**config.mk**
```make
export PLATFORM = sky130hd
export DESIGN_NAME = nsc_check
export DESIGN_NICKNAME = d
export VERILOG_FILES = /design/src/rtl/nsc_pkg.sv /design/src/rtl/nsc_check.sv
export SDC_FILE = /design/constraint.sdc
export NUM_CORES = 1
export LEC_CHECK = 0
export BUFFER_PORTS_ARGS = -buffer_cell sky130_fd_sc_hd__buf_2
export CAP_MARGIN = 30
export CORE_ASPECT_RATIO = 0.7
export CORE_MARGIN = 2
export CORE_UTILIZATION = 25
export CTS_BUF_LIST = sky130_fd_sc_hd__clkbuf_8
export DETAILED_ROUTE_END_ITERATION = 6
export GPL_TIMING_DRIVEN = 1
export PLACE_DENSITY = 0.52
export SYNTH_ARGS = -nofsm -noshare
export SYNTH_HDL_FRONTEND = slang
export SYNTH_SLANG_ARGS = --single-unit
```
**constraint.sdc**
```tcl
create_clock -name clk -period 6 [get_ports clk]
set_clock_uncertainty 0.2 [all_clocks]
set_input_delay 0.3 -clock clk [delete_from_list [all_inputs] [get_ports clk]]
set_output_delay 0.3 -clock clk [all_outputs]
set_load 0.005 [all_outputs]
```
**src/rtl/nsc_pkg.sv**
```systemverilog
// nsc_pkg: constants and types for the namespace identifier command checker
// assumes a single 10 MHz controller clock domain
package nsc_pkg;

  // ********************************************************
  // widths
  // ********************************************************
  localparam int unsigned NAMESPACE_ID_FIELD_W  = 32;
  localparam int unsigned OPC_W   = 8;
  localparam int unsigned SEL_W   = 8;
  localparam int unsigned STAT_W  = 8;
  localparam int unsigned ADDR_W  = 8;
  localparam int unsigned DATA_W  = 32;

  // ********************************************************
  // identifier values
  // ********************************************************
  localparam logic [NAMESPACE_ID_FIELD_W-1:0] NAMESPACE_ID_FIELD_ZERO      = 32'h0000_0000;
  localparam logic [NAMESPACE_ID_FIELD_W-1:0] NAMESPACE_ID_FIELD_BROADCAST = 32'hFFFF_FFFF;

  // ********************************************************
  // opcodes
  // ********************************************************
  localparam logic [OPC_W-1:0] OPC_FLUSH     = 8'h00;
  localparam logic [OPC_W-1:0] OPC_WRITE     = 8'h01;
  localparam logic [OPC_W-1:0] OPC_READ      = 8'h02;
  localparam logic [OPC_W-1:0] OPC_WR_UNCOR  = 8'h04;
  localparam logic [OPC_W-1:0] OPC_COMPARE   = 8'h05;
  localparam logic [OPC_W-1:0] OPC_WR_ZERO   = 8'h08;
  localparam logic [OPC_W-1:0] OPC_DSET_MGMT = 8'h09;
  localparam logic [OPC_W-1:0] OPC_VERIFY    = 8'h0C;
  localparam logic [OPC_W-1:0] OPC_RSV_REG   = 8'h0D;
  localparam logic [OPC_W-1:0] OPC_RSV_RPT   = 8'h0E;
  localparam logic [OPC_W-1:0] OPC_RSV_ACQ   = 8'h11;
  localparam logic [OPC_W-1:0] OPC_RSV_REL   = 8'h15;
  localparam int unsigned      OPC_VENDOR_BIT = 7;

  // ********************************************************
  // transfer direction field, opcode bits 1:0
  // ********************************************************
  typedef enum logic [1:0] {
    NSC_DIR_NONE = 2'h0,
    NSC_DIR_H2D  = 2'h1,
    NSC_DIR_D2H  = 2'h2,
    NSC_DIR_BIDI = 2'h3
  } nsc_dir_t;

  // ********************************************************
  // identify selectors
  // ********************************************************
  localparam logic [SEL_W-1:0] SEL_NS_DATA    = 8'h00;
  localparam logic [SEL_W-1:0] SEL_ACTIVE_LST = 8'h02;
  localparam logic [SEL_W-1:0] SEL_ALLOC_LST  = 8'h10;
  localparam int unsigned      LIST_MAX       = 1024;

  // ********************************************************
  // completion status codes
  // ********************************************************
  localparam logic [STAT_W-1:0] ST_SUCCESS     = 8'h00;
  localparam logic [STAT_W-1:0] ST_INV_OPCODE  = 8'h01;
  localparam logic [STAT_W-1:0] ST_INV_FIELD   = 8'h02;
  localparam logic [STAT_W-1:0] ST_INV_NS_FMT  = 8'h0B;

  // ********************************************************
  // identifier classes
  // ********************************************************
  typedef enum logic [4:0] {
    NSC_CL_INVALID  = 5'b00001,
    NSC_CL_BCAST    = 5'b00010,
    NSC_CL_UNALLOC  = 5'b00100,
    NSC_CL_INACTIVE = 5'b01000,
    NSC_CL_ACTIVE   = 5'b10000
  } nsc_class_t;

  // ********************************************************
  // register map (word byte addresses)
  // ********************************************************
  localparam logic [ADDR_W-1:0] REG_NS_COUNT  = 8'h00;
  localparam logic [ADDR_W-1:0] REG_ALLOC_CAP = 8'h04;
  localparam logic [ADDR_W-1:0] REG_TBL_IDX   = 8'h08;
  localparam logic [ADDR_W-1:0] REG_TBL_DATA  = 8'h0C;
  localparam logic [ADDR_W-1:0] REG_STATUS    = 8'h10;
  localparam logic [ADDR_W-1:0] REG_ABORTS    = 8'h14;
  localparam logic [DATA_W-1:0] NS_COUNT_RST  = 32'h0000_0010;
  localparam logic [DATA_W-1:0] ALLOC_CAP_RST = 32'h0000_0000;
  localparam int unsigned       TBL_ALLOC_BIT = 0;
  localparam int unsigned       TBL_ATTACH_BIT = 1;

  // ********************************************************
  // list walker states
  // ********************************************************
  typedef enum logic [2:0] {
    NSC_LS_IDLE = 3'b001,
    NSC_LS_SCAN = 3'b010,
    NSC_LS_DONE = 3'b100
  } nsc_lstate_t;

endpackage

```
**src/rtl/nsc_check.sv**
```systemverilog
// nsc_check: opcode decode, identifier classification and list walker
// assumes commands arrive as one-cycle strobes from the queue fetcher
//
// Added by the designer: the strobed register port and the address map.
`timescale 1ns/1ps

module nsc_check #(
  parameter int unsigned TBL_DEPTH = 16
) (
  input  wire logic                         clk,
  input  wire logic                         sys_rst,
  input  wire logic                         cmdValid,
  input  wire logic [nsc_pkg::OPC_W-1:0]    cmdOpcode,
  input  wire logic [nsc_pkg::NAMESPACE_ID_FIELD_W-1:0]   namespaceIdField,
  input  wire logic [3:0]                   cmdQueueId,
  input  wire logic                         cmdIsIdentify,
  input  wire logic [nsc_pkg::SEL_W-1:0]    identifyStructureSelector,
  input  wire logic [nsc_pkg::NAMESPACE_ID_FIELD_W-1:0]   listStartId,
  input  wire logic                         controllerReadyFlag,
  input  wire logic                         sharedFeatures,
  output logic                              cplValid,
  output logic [nsc_pkg::STAT_W-1:0]        cplStatus,
  output logic [1:0]                        cplDirection,
  output logic                              cplDataAllowed,
  output logic                              cplBroadcast,
  output logic                              cplNsDataZero,
  output logic [4:0]                        cplClass,
  output logic                              listValid,
  output logic [nsc_pkg::NAMESPACE_ID_FIELD_W-1:0]        listId,
  output logic                              listLast,
  input  wire logic [nsc_pkg::ADDR_W-1:0]   regAddr,
  input  wire logic [nsc_pkg::DATA_W-1:0]   regWdata,
  input  wire logic                         regWr,
  input  wire logic                         regRd,
  output logic [nsc_pkg::DATA_W-1:0]        regRdata
);
  import nsc_pkg::*;

  localparam int unsigned IDX_W = $clog2(TBL_DEPTH);

  if (TBL_DEPTH < 2 || TBL_DEPTH > LIST_MAX) begin : g_depthChk
    $error("TBL_DEPTH out of range");
  end

  // ********************************************************
  // state
  // ********************************************************
  typedef struct packed {
    logic [DATA_W-1:0]    nsCount;
    logic [DATA_W-1:0]    allocCap;
    logic [IDX_W-1:0]     tblIdx;
    logic [TBL_DEPTH-1:0] allocated;
    logic [TBL_DEPTH-1:0] attached;
    logic [15:0]          abortCnt;
    logic                 cplValid;
    logic [STAT_W-1:0]    cplStatus;
    logic [1:0]           cplDirection;
    logic                 cplDataAllowed;
    logic                 cplBroadcast;
    logic                 cplNsDataZero;
    logic [4:0]           cplClass;
    nsc_lstate_t          lstate;
    logic                 listActive;
    logic [NAMESPACE_ID_FIELD_W-1:0]    scanId;
    logic [10:0]          listCnt;
    logic                 listValid;
    logic [NAMESPACE_ID_FIELD_W-1:0]    listId;
    logic                 listLast;
    logic [DATA_W-1:0]    rdata;
  } nsc_state_t;

  nsc_state_t st_r;
  nsc_state_t st_nxt;

  // ********************************************************
  // combinational decode
  // ********************************************************
  logic             opDefined;
  logic             opVendor;
  logic             bcastOk;
  logic             idValid;
  logic             idBcast;
  logic             idInTbl;
  logic [IDX_W-1:0] idIdx;
  logic             idAlloc;
  logic             idActive;
  logic [DATA_W-1:0] allocLimit;
  logic [DATA_W-1:0] allocUsed;
  logic             scanHit;
  logic             listReq;
  logic             scanEnd;
  logic [IDX_W-1:0] scanIdx;

  always_comb begin
    case (cmdOpcode)
      OPC_FLUSH, OPC_WRITE, OPC_READ, OPC_WR_UNCOR, OPC_COMPARE, OPC_WR_ZERO,
      OPC_DSET_MGMT, OPC_VERIFY, OPC_RSV_REG, OPC_RSV_RPT, OPC_RSV_ACQ,
      OPC_RSV_REL: opDefined = 1'b1;
      default:     opDefined = 1'b0;
    endcase
  end

  assign opVendor = cmdOpcode[OPC_VENDOR_BIT];
  // outside identify, only flush among the defined opcodes may carry the broadcast identifier
  assign bcastOk  = (cmdOpcode == OPC_FLUSH) && !cmdIsIdentify;
  assign idBcast  = (namespaceIdField == NAMESPACE_ID_FIELD_BROADCAST);
  assign idValid  = (namespaceIdField != NAMESPACE_ID_FIELD_ZERO) && !idBcast
                    && (namespaceIdField <= st_r.nsCount);
  assign idInTbl  = idValid && (namespaceIdField <= NAMESPACE_ID_FIELD_W'(TBL_DEPTH));
  assign idIdx    = IDX_W'(namespaceIdField - 32'd1);
  assign idAlloc  = idInTbl && st_r.allocated[idIdx];
  assign idActive = idAlloc && st_r.attached[idIdx];
  assign allocLimit = (st_r.allocCap == ALLOC_CAP_RST) ? st_r.nsCount
                                                       : st_r.allocCap;
  assign scanIdx  = IDX_W'(st_r.scanId - 32'd1);
  // a wrapped start id would alias the last entry
  assign scanEnd  = (st_r.scanId == NAMESPACE_ID_FIELD_ZERO) || (st_r.scanId > NAMESPACE_ID_FIELD_W'(TBL_DEPTH))
                    || (st_r.scanId > st_r.nsCount);
  assign scanHit  = !scanEnd && st_r.allocated[scanIdx]
                    && (!st_r.listActive || st_r.attached[scanIdx]);
  assign listReq  = cmdValid && controllerReadyFlag && cmdIsIdentify
                    && (identifyStructureSelector == SEL_ACTIVE_LST
                        || identifyStructureSelector == SEL_ALLOC_LST);

  always_comb begin
    allocUsed = '0;
    for (int i = 0; i < TBL_DEPTH; i++) begin
      allocUsed = allocUsed + DATA_W'(st_r.allocated[i]);
    end
  end

  // ********************************************************
  // next state
  // ********************************************************
  always_comb begin
    st_nxt           = st_r;
    st_nxt.cplValid  = 1'b0;
    st_nxt.listValid = 1'b0;
    st_nxt.listLast  = 1'b0;
    st_nxt.rdata     = '0;

    // command check; any queue id accepted alike
    if (cmdValid && controllerReadyFlag) begin
      st_nxt.cplValid       = 1'b1;
      st_nxt.cplDirection   = cmdOpcode[1:0];
      st_nxt.cplBroadcast   = idBcast;
      st_nxt.cplNsDataZero  = 1'b0;
      st_nxt.cplDataAllowed = 1'b0;
      if (idBcast) begin
        st_nxt.cplClass = NSC_CL_BCAST;
      end else if (!idValid) begin
        st_nxt.cplClass = NSC_CL_INVALID;
      end else if (!idAlloc) begin
        st_nxt.cplClass = NSC_CL_UNALLOC;
      end else if (!idActive) begin
        st_nxt.cplClass = NSC_CL_INACTIVE;
      end else begin
        st_nxt.cplClass = NSC_CL_ACTIVE;
      end
      if (cmdIsIdentify) begin
        st_nxt.cplDirection = NSC_DIR_D2H;
        if (identifyStructureSelector == SEL_NS_DATA) begin
          st_nxt.cplStatus      = (idValid || idBcast) ? ST_SUCCESS : ST_INV_NS_FMT;
          st_nxt.cplNsDataZero  = !idActive;
          st_nxt.cplDataAllowed = idValid;
        end else if (identifyStructureSelector == SEL_ACTIVE_LST
                     || identifyStructureSelector == SEL_ALLOC_LST) begin
          st_nxt.cplStatus      = ST_SUCCESS;
          st_nxt.cplDataAllowed = 1'b1;
          st_nxt.lstate         = NSC_LS_SCAN;
          st_nxt.listActive     = (identifyStructureSelector == SEL_ACTIVE_LST);
          st_nxt.scanId         = listStartId + 32'd1;
          st_nxt.listCnt        = '0;
        end else begin
          st_nxt.cplStatus = ST_INV_FIELD;
        end
      end else if (!opDefined && !opVendor) begin
        st_nxt.cplStatus = ST_INV_OPCODE;
      end else if (opVendor) begin
        st_nxt.cplStatus      = ST_SUCCESS;
        st_nxt.cplDataAllowed = (cmdOpcode[1:0] != NSC_DIR_NONE);
      end else if (!idValid && !(idBcast && bcastOk)) begin
        st_nxt.cplStatus = ST_INV_NS_FMT;
      end else if (idValid && !idActive) begin
        st_nxt.cplStatus = ST_INV_FIELD;
      end else begin
        st_nxt.cplStatus      = ST_SUCCESS;
        st_nxt.cplDataAllowed = (cmdOpcode[1:0] != NSC_DIR_NONE);
      end
      if (st_nxt.cplStatus != ST_SUCCESS) begin
        st_nxt.abortCnt = st_r.abortCnt + 16'd1;
      end
    end

    // list walker
    // a new list request restarts the walk, so the running step is skipped
    case (listReq ? NSC_LS_IDLE : st_r.lstate)
      NSC_LS_IDLE: begin
      end
      NSC_LS_SCAN: begin
        if (scanEnd || st_r.listCnt == 11'(LIST_MAX)) begin
          st_nxt.lstate   = NSC_LS_DONE;
        end else begin
          st_nxt.scanId = st_r.scanId + 32'd1;
          if (scanHit) begin
            st_nxt.listValid = 1'b1;
            st_nxt.listId    = st_r.scanId;
            st_nxt.listCnt   = st_r.listCnt + 11'd1;
          end
        end
      end
      NSC_LS_DONE: begin
        st_nxt.listLast = 1'b1;
        st_nxt.lstate   = NSC_LS_IDLE;
      end
      default: st_nxt.lstate = NSC_LS_IDLE;
    endcase

    // register port
    if (regWr) begin
      case (regAddr)
        REG_NS_COUNT:  st_nxt.nsCount  = regWdata;
        REG_ALLOC_CAP: st_nxt.allocCap = regWdata;
        REG_TBL_IDX:   st_nxt.tblIdx   = IDX_W'(regWdata);
        REG_TBL_DATA: begin
          // refuse a new allocation beyond the cap
          if (!regWdata[TBL_ALLOC_BIT] || st_r.allocated[st_r.tblIdx]
              || allocUsed < allocLimit) begin
            st_nxt.allocated[st_r.tblIdx] = regWdata[TBL_ALLOC_BIT];
            st_nxt.attached[st_r.tblIdx]  = regWdata[TBL_ALLOC_BIT]
                                            & regWdata[TBL_ATTACH_BIT];
          end
        end
        default: ;
      endcase
    end
    if (regRd) begin
      case (regAddr)
        REG_NS_COUNT:  st_nxt.rdata = st_r.nsCount;
        REG_ALLOC_CAP: st_nxt.rdata = st_r.allocCap;
        REG_TBL_IDX:   st_nxt.rdata = DATA_W'(st_r.tblIdx);
        REG_TBL_DATA:  st_nxt.rdata = {30'h0, st_r.attached[st_r.tblIdx],
                                       st_r.allocated[st_r.tblIdx]};
        REG_STATUS:    st_nxt.rdata = {allocUsed[15:0], 12'h0, st_r.lstate,
                                       sharedFeatures};
        REG_ABORTS:    st_nxt.rdata = {16'h0, st_r.abortCnt};
        default:       st_nxt.rdata = '0;
      endcase
    end
  end

  // ********************************************************
  // registers
  // ********************************************************
  always_ff @(posedge clk) begin
    if (sys_rst) begin
      st_r          <= '0;
      st_r.nsCount  <= NS_COUNT_RST;
      st_r.allocCap <= ALLOC_CAP_RST;
      st_r.lstate   <= NSC_LS_IDLE;
    end else begin
      st_r <= st_nxt;
    end
  end

  assign cplValid       = st_r.cplValid;
  assign cplStatus      = st_r.cplStatus;
  assign cplDirection   = st_r.cplDirection;
  assign cplDataAllowed = st_r.cplDataAllowed;
  assign cplBroadcast   = st_r.cplBroadcast;
  assign cplNsDataZero  = st_r.cplNsDataZero;
  assign cplClass       = st_r.cplClass;
  assign listValid      = st_r.listValid;
  assign listId         = st_r.listId;
  assign listLast       = st_r.listLast;
  assign regRdata       = st_r.rdata;

endmodule

```
==> results of run 1 <==
-- where the power goes --
| part | leakage, nW | switching, mW | internal, mW |
|---|---|---|---|
| Combinational | 4.12 | 0.161 | 0.123 |
| Clock | 0.463 | 0.757 | 0.808 |
| Sequential | 1.95 | 0.00342 | 1.61 |
| Total | 6.53 | 0.922 | 2.54 |
-- layer usage --
metal,track usage [%],part of all wire [%]
met5,0,0.083
met4,7.218,4.0
met3,4.080,7.4
met2,24.68,44
met1,21.46,45
-- cells in the mapped netlist, drive strengths merged (12+ instances only) --
| library cell | count |
|---|---|
| clkbuf | 62 |
| xor2 | 28 |
| nand2 | 207 |
| nor3 | 28 |
| xnor2 | 22 |
| mux2i | 60 |
| buf | 98 |
| a22oi | 20 |
| and2 | 36 |
| nand3 | 34 |
| a211oi | 39 |
| a22o | 12 |
| nor4 | 51 |
| o21ai | 25 |
| a21oi | 120 |
| mux4 | 20 |
| inv | 73 |
| nand4 | 35 |
| nor2 | 165 |
| ha | 82 |
| dfxtp | 242 |
-- metrics by stage --
step,utilization [%],cells,area (um^2),power (mW)
final,31.23,2629,17130,3.463
after CTS,30.99,2623,17000,3.513
after global routing,31.23,2629,17130,3.602
after global placement,27.36,2437,15010,1.878
after detailed placement,27.44,2441,15060,1.882
after floorplan,-,1633,13820,1.769
-- layout make-up --
class,count,area (um^2)
Clock inverter,19,117.6
Timing Repair Buffer,339,2320
Inverter,73,274.0
Clock buffer,53,729.5
Antenna cell,5,12.51
Sequential cell,242,4845
Tap cell,740,925.9
Multi-Input combinational cell,1158,7908
Fill cell,5760,37730
-- kinds of logic (layout without fill, tap and decap cells) --
logic type | after synthesis | count (layout) | share of synthesized area [%]
other | 1 | 10 | 0.02717
muxes | 85 | 85 | 8.132
AOI/OAI and AO/OA | 300 | 300 | 14.45
buffers and inverters | 233 | 484 | 8.667
adders and majority gates | 92 | 92 | 8.885
and+or+nand+nor | 626 | 626 | 21.56
xor gates and xnor gates | 50 | 50 | 3.173
DFF | 242 | 242 | 35.10
-- critical path: cells and delay by family, from the launching register on --
family	cells	cell delay, ns
buffers and inverters	2	0.17
AOI/OAI and AO/OA	5	1.08
DFF	1	0.38
adders and majority gates	6	2.68
xor gates and xnor gates	1	0.12
muxes	1	0.18
and+or+nand+nor	4	0.68
-- flip-flops by register name, indices dropped and copies added (netlist names), 2 cells and up --
name / count
listId: 32
cplDirection: 2
st_r: 163
cplStatus: 3
cplClass: 5
regRdata: 32
-- path summary, 6_finish.rpt --
check | end | slack [ns] | depth (start not counted) | start
worst min register to register | listId[6] | 0.25 | 1 | listId[6]
worst min-delay path | regRdata[11] | 0.06 | 5 | regRd
worst max-delay path | st_r[174] | 0.31 | 19 | st_r[169]
worst max register to register | st_r[174] | 0.31 | 19 | st_r[169]
-- what timing repair did --
item | CTS | global route
hold buffers | 110 | 0
setup endpoints to repair | 0 | 31
endpoints found under the hold margin | 115 | 0
gates resized for setup | 0 | 18
==> run metrics, run 1 <==
CP dominant cell by count fa_1; largest net degree at the start of global routing 66; crit start category flip-flop; DRT Pass-1 Iters 5; chip width 284.8 um; layout cells sized above 1 19.64%; # clock sinks 242; worst setup margin 0.3062 ns; CTS Buffer Depth 3; GP Congestion 0.9077; die area 57,130 um^2; FMAX 175.6 MHz; row cnt 72; crit path cell chain inv_1 -> fa_1 -> fa_1 -> fa_1 -> fa_1 -> inv_1 -> ha_1 -> a21o_1 -> a21oi_1 -> xnor2_1 -> ha_1 -> o21ai_0 -> nand2b_1 -> a21oi_1 -> or3_1 -> a21oi_4 -> nor4_2 -> mux2i_1 -> nor2_1; Die Ht 200.6 um; Place WS 0.09144 ns; clk root buf clkbuf_8; Synth area leader dfxtp_1; # DRC 0; postcts setup bufs 0; vias per inst 4.899; ys async rst share 0%; ys flop type dfxtp_1; Post-synth EDFFs 0; sequential share of the synthesized area 35.10%; Peak VDD IR 146.5 uV; post-route antenna net violation count 0; setup total negative slack 0 ns; critical path endpoint category flip-flop; Tmin final 5.694 ns; initial antenna violation count 8; run status finished, final reports clean; crit-path max cell delay 0.59 ns; max cap viols 0; Leakage 6.530 nW; port bufs 207; Synth Area per Inst 8.472 um^2; CTS H-Tree Depth 2; most frequent cells in the layout dfxtp_1 (242), nand2_1 (207), buf_2 (206); commonest non-fill, non-tap cell in the layout dfxtp_1; CTS tree built; top post-synthesis cells by area dfxtp_1 (35%), ha_1 (7.4%), nand2_1 (5.6%); Worst-Margin Slew 0.9353 ns; Worst-path clk slew 0.06 ns; global-route wire length before repair 73,110 um; IO Count 217; fin nets 2,080; Slowest cell on crit path fa_1; Power Density 202.2 nW/um^2; vias in the first global route 12,750; placed wire-length estimate 34,930 um; Critical Path Fanout Max 16; total gr overflow 0; later-pin clock latency in the skew report 0.63 ns; Worst Hold Class input port to flip-flop; Seq cells post-synth 242; mapped cell area 13,800 um^2; Hold Vio Cnt, Final 0; DRT iter0 DRCs 1,023; routed len/inst 17.96 um; kind of critical path flip-flop to flip-flop; WL final 47,210 um; initial core utilization 25.16%; Tcrit/Tclk final 94.90%; Distinct cells, synth 73; Mapped Cells 1,629; max-slew violations 0; Core Region 54,860 um^2; P&R area growth vs syn 24.13%; number of synthesis warnings 0; Worst slew margin 37.11%; via count 12,880; RSZ-0062 raised after global routing no; final hold slack 0.05538 ns; crit path DAT 5.94 ns; share of the synthesized area in the top cell type 35.10%; total track usage 16.16%; CP Data Required Time 6.25 ns; Inserted Clock Buffers 42; final setup fails 0
Note: power is estimated with default switching activity, not from simulation.
==> run 2: changes to the inputs <==
--- a/config.mk
+++ b/config.mk
@@ -7,7 +7,6 @@
 export LEC_CHECK = 0
 export BUFFER_PORTS_ARGS = -buffer_cell sky130_fd_sc_hd__buf_2
 export CAP_MARGIN = 30
-export CORE_ASPECT_RATIO = 0.7
 export CORE_MARGIN = 2
 export CORE_UTILIZATION = 25
 export CTS_BUF_LIST = sky130_fd_sc_hd__clkbuf_8
==> run 2 against run 1 <==
Compared with the run above: utilization fell by 0.64 points; critical path type unchanged; global-route usage is 0.17 points higher; sequential power about the same; via count fell by 1.1%; cell count is 2.1% lower.
==> run metrics, run 2 (synthesized netlist as in run 1, its figures left out) <==
Worst-path clk slew 0.06 ns; Die Ht 239.0 um; Register-to-Register Path Depth 16; largest net degree at the start of global routing 74; combinational share of power 7.9%; GP Congestion 0.8947; placed wire-length estimate 35,300 um; Hold Path End cplStatus[1]; register area 4845 um^2; area post-placement 14,970 um^2; final setup fails 0; layout cells sized above 1 18.85%; vias per inst 4.953; initial antenna violation count 5; critical path endpoint category flip-flop; post-route cell area 16,780 um^2; filler instances 5,817; Final Util 30.58%; initial core utilization 25.15%; crit start category flip-flop; IO Count 217; die area 57,100 um^2; P&R area growth vs syn 21.61%; CTS tree built; final hold slack 0.03850 ns; Tmin final 5.766 ns; CTS Buffer Depth 3; Power Density 210.8 nW/um^2; Sequential Power Share 45.7%; chip width 239.0 um; Peak VDD IR 154.1 uV; global-route wire length before repair 72,700 um; port bufs 207; clk root buf clkbuf_8; r2r startpoint st_r[164]; WL final 47,320 um; fin nets 2,058; HP Start identifyStructureSelector[5]; area of the multi-input gates 7809 um^2; most frequent cells in the layout dfxtp_1 (242), nand2_1 (207), buf_2 (206); Core Region 54,880 um^2; Worst-Margin Slew 1.018 ns; routed len/inst 18.39 um; max-slew violations 0; # clock sinks 242; crit path DAT 6.03 ns; R2R Setup Slk 0.23 ns; postcts setup bufs 0; kind of critical path flip-flop to flip-flop; Pwr Total 3.538 mW; Leakage 6.433 nW; Clk pwr share 46.4%; FF-to-FF End st_r[172]; row cnt 86; DRT iter0 DRCs 843; later-pin clock latency in the skew report 0.65 ns; DRT Pass-1 Iters 6; via count 12,740; Critical Path Fanout Max 16; sw frac 26.22%; CTS H-Tree Depth 2; total gr overflow 0; largest register by flop count st_r; setup total negative slack 0 ns; Hold Vio Cnt, Final 0; commonest non-fill, non-tap cell in the layout dfxtp_1; # DRC 0; max reg flops 163; Tcrit/Tclk final 96.10%; run status finished, final reports clean; FMAX 173.4 MHz; CP Data Required Time 6.27 ns; total track usage 16.33%; Cell Int Power 2.610 mW; RSZ-0062 raised after global routing no; post-route antenna net violation count 0; Worst Hold Class input port to flip-flop; hold path cells 7; Sw Pwr 927.7 uW; vias in the first global route 12,730; Worst slew margin 32.14%; max cap viols 0; Inserted Clock Buffers 46
==> run 2: cell count changes in the layout (fill, tap and decap cells not counted), moves of 3 or more <==
cell	before	now
diode_2	5	2
dlygate4sd3_1	110	88
inv_1	77	84
nor4_1	35	50
nor4_2	16	1
==> run 2: area by class of cell <==
cell class	instances	area share (%)
multi-input combinational	1158	46.53
sequential	242	28.87
timing repair buffer	313	12.24
tap	704	5.248
clock buffer	51	4.182
inverter	73	1.633
clock inverter	30	1.275
antenna	2	0.02982
==> run 2: worst max-delay path: stages (launching register included) <==
cell and delay (ns):
dfxtp_1 0.38, inv_1 0.09, fa_1 0.57, fa_1 0.45
fa_1 0.43, fa_1 0.58, inv_1 0.06, ha_1 0.29
a21o_1 0.18, a21oi_1 0.17, xnor2_1 0.20, ha_1 0.30
a2111oi_1 0.53, a21oi_4 0.27, nor4_1 0.62, mux2i_1 0.25
nor2_1 0.05
==> run 2: through the flow <==
step                instances  worst slack (ns)
global placement         2400            0.3447
global route             2572           0.02491
floorplan                1633            0.7386
finish                   2573            0.2339
detailed placement       2402            0.2431
CTS                      2571            0.2087
==> run 2: repair_timing <==
item                       4_1_cts  5_1_grt
hold buffers                    88        0
hold endpoints to repair       129        0
setup endpoints to repair        0        2
resized for setup                0        2
==> run 2: power groups by stage <==
| stage | clock (mW) | sequential, mW | combinational (mW) |
|---|---|---|---|
| after floorplan | 0 | 1.65 | 0.120 |
| after global placement | 0 | 1.65 | 0.229 |
| after detailed placement | 0 | 1.65 | 0.233 |
| after CTS | 1.70 | 1.62 | 0.279 |
| after global routing | 1.77 | 1.62 | 0.306 |
| final | 1.64 | 1.62 | 0.279 |
==> run 2: worst max path at each step <==
stage	to	startpoint	cells past startpoint	slack, ns
after global placement	st_r[164]	st_r[164]	16	0.34
after floorplan	st_r[173]	st_r[164]	17	0.74
final	st_r[172]	st_r[164]	16	0.23
after CTS	st_r[172]	st_r[164]	16	0.21
after global routing	st_r[172]	st_r[165]	16	0.02
after detailed placement	st_r[172]	st_r[164]	16	0.24
==> run 2: layer usage <==
layer	vias up	GRT usage, %	wire, um
met1	6124	20.65	20590
met4	8	6.098	1312
li1	6126	-	-
met5	-	0	52
met3	82	4.619	3669
met2	403	26.34	21700
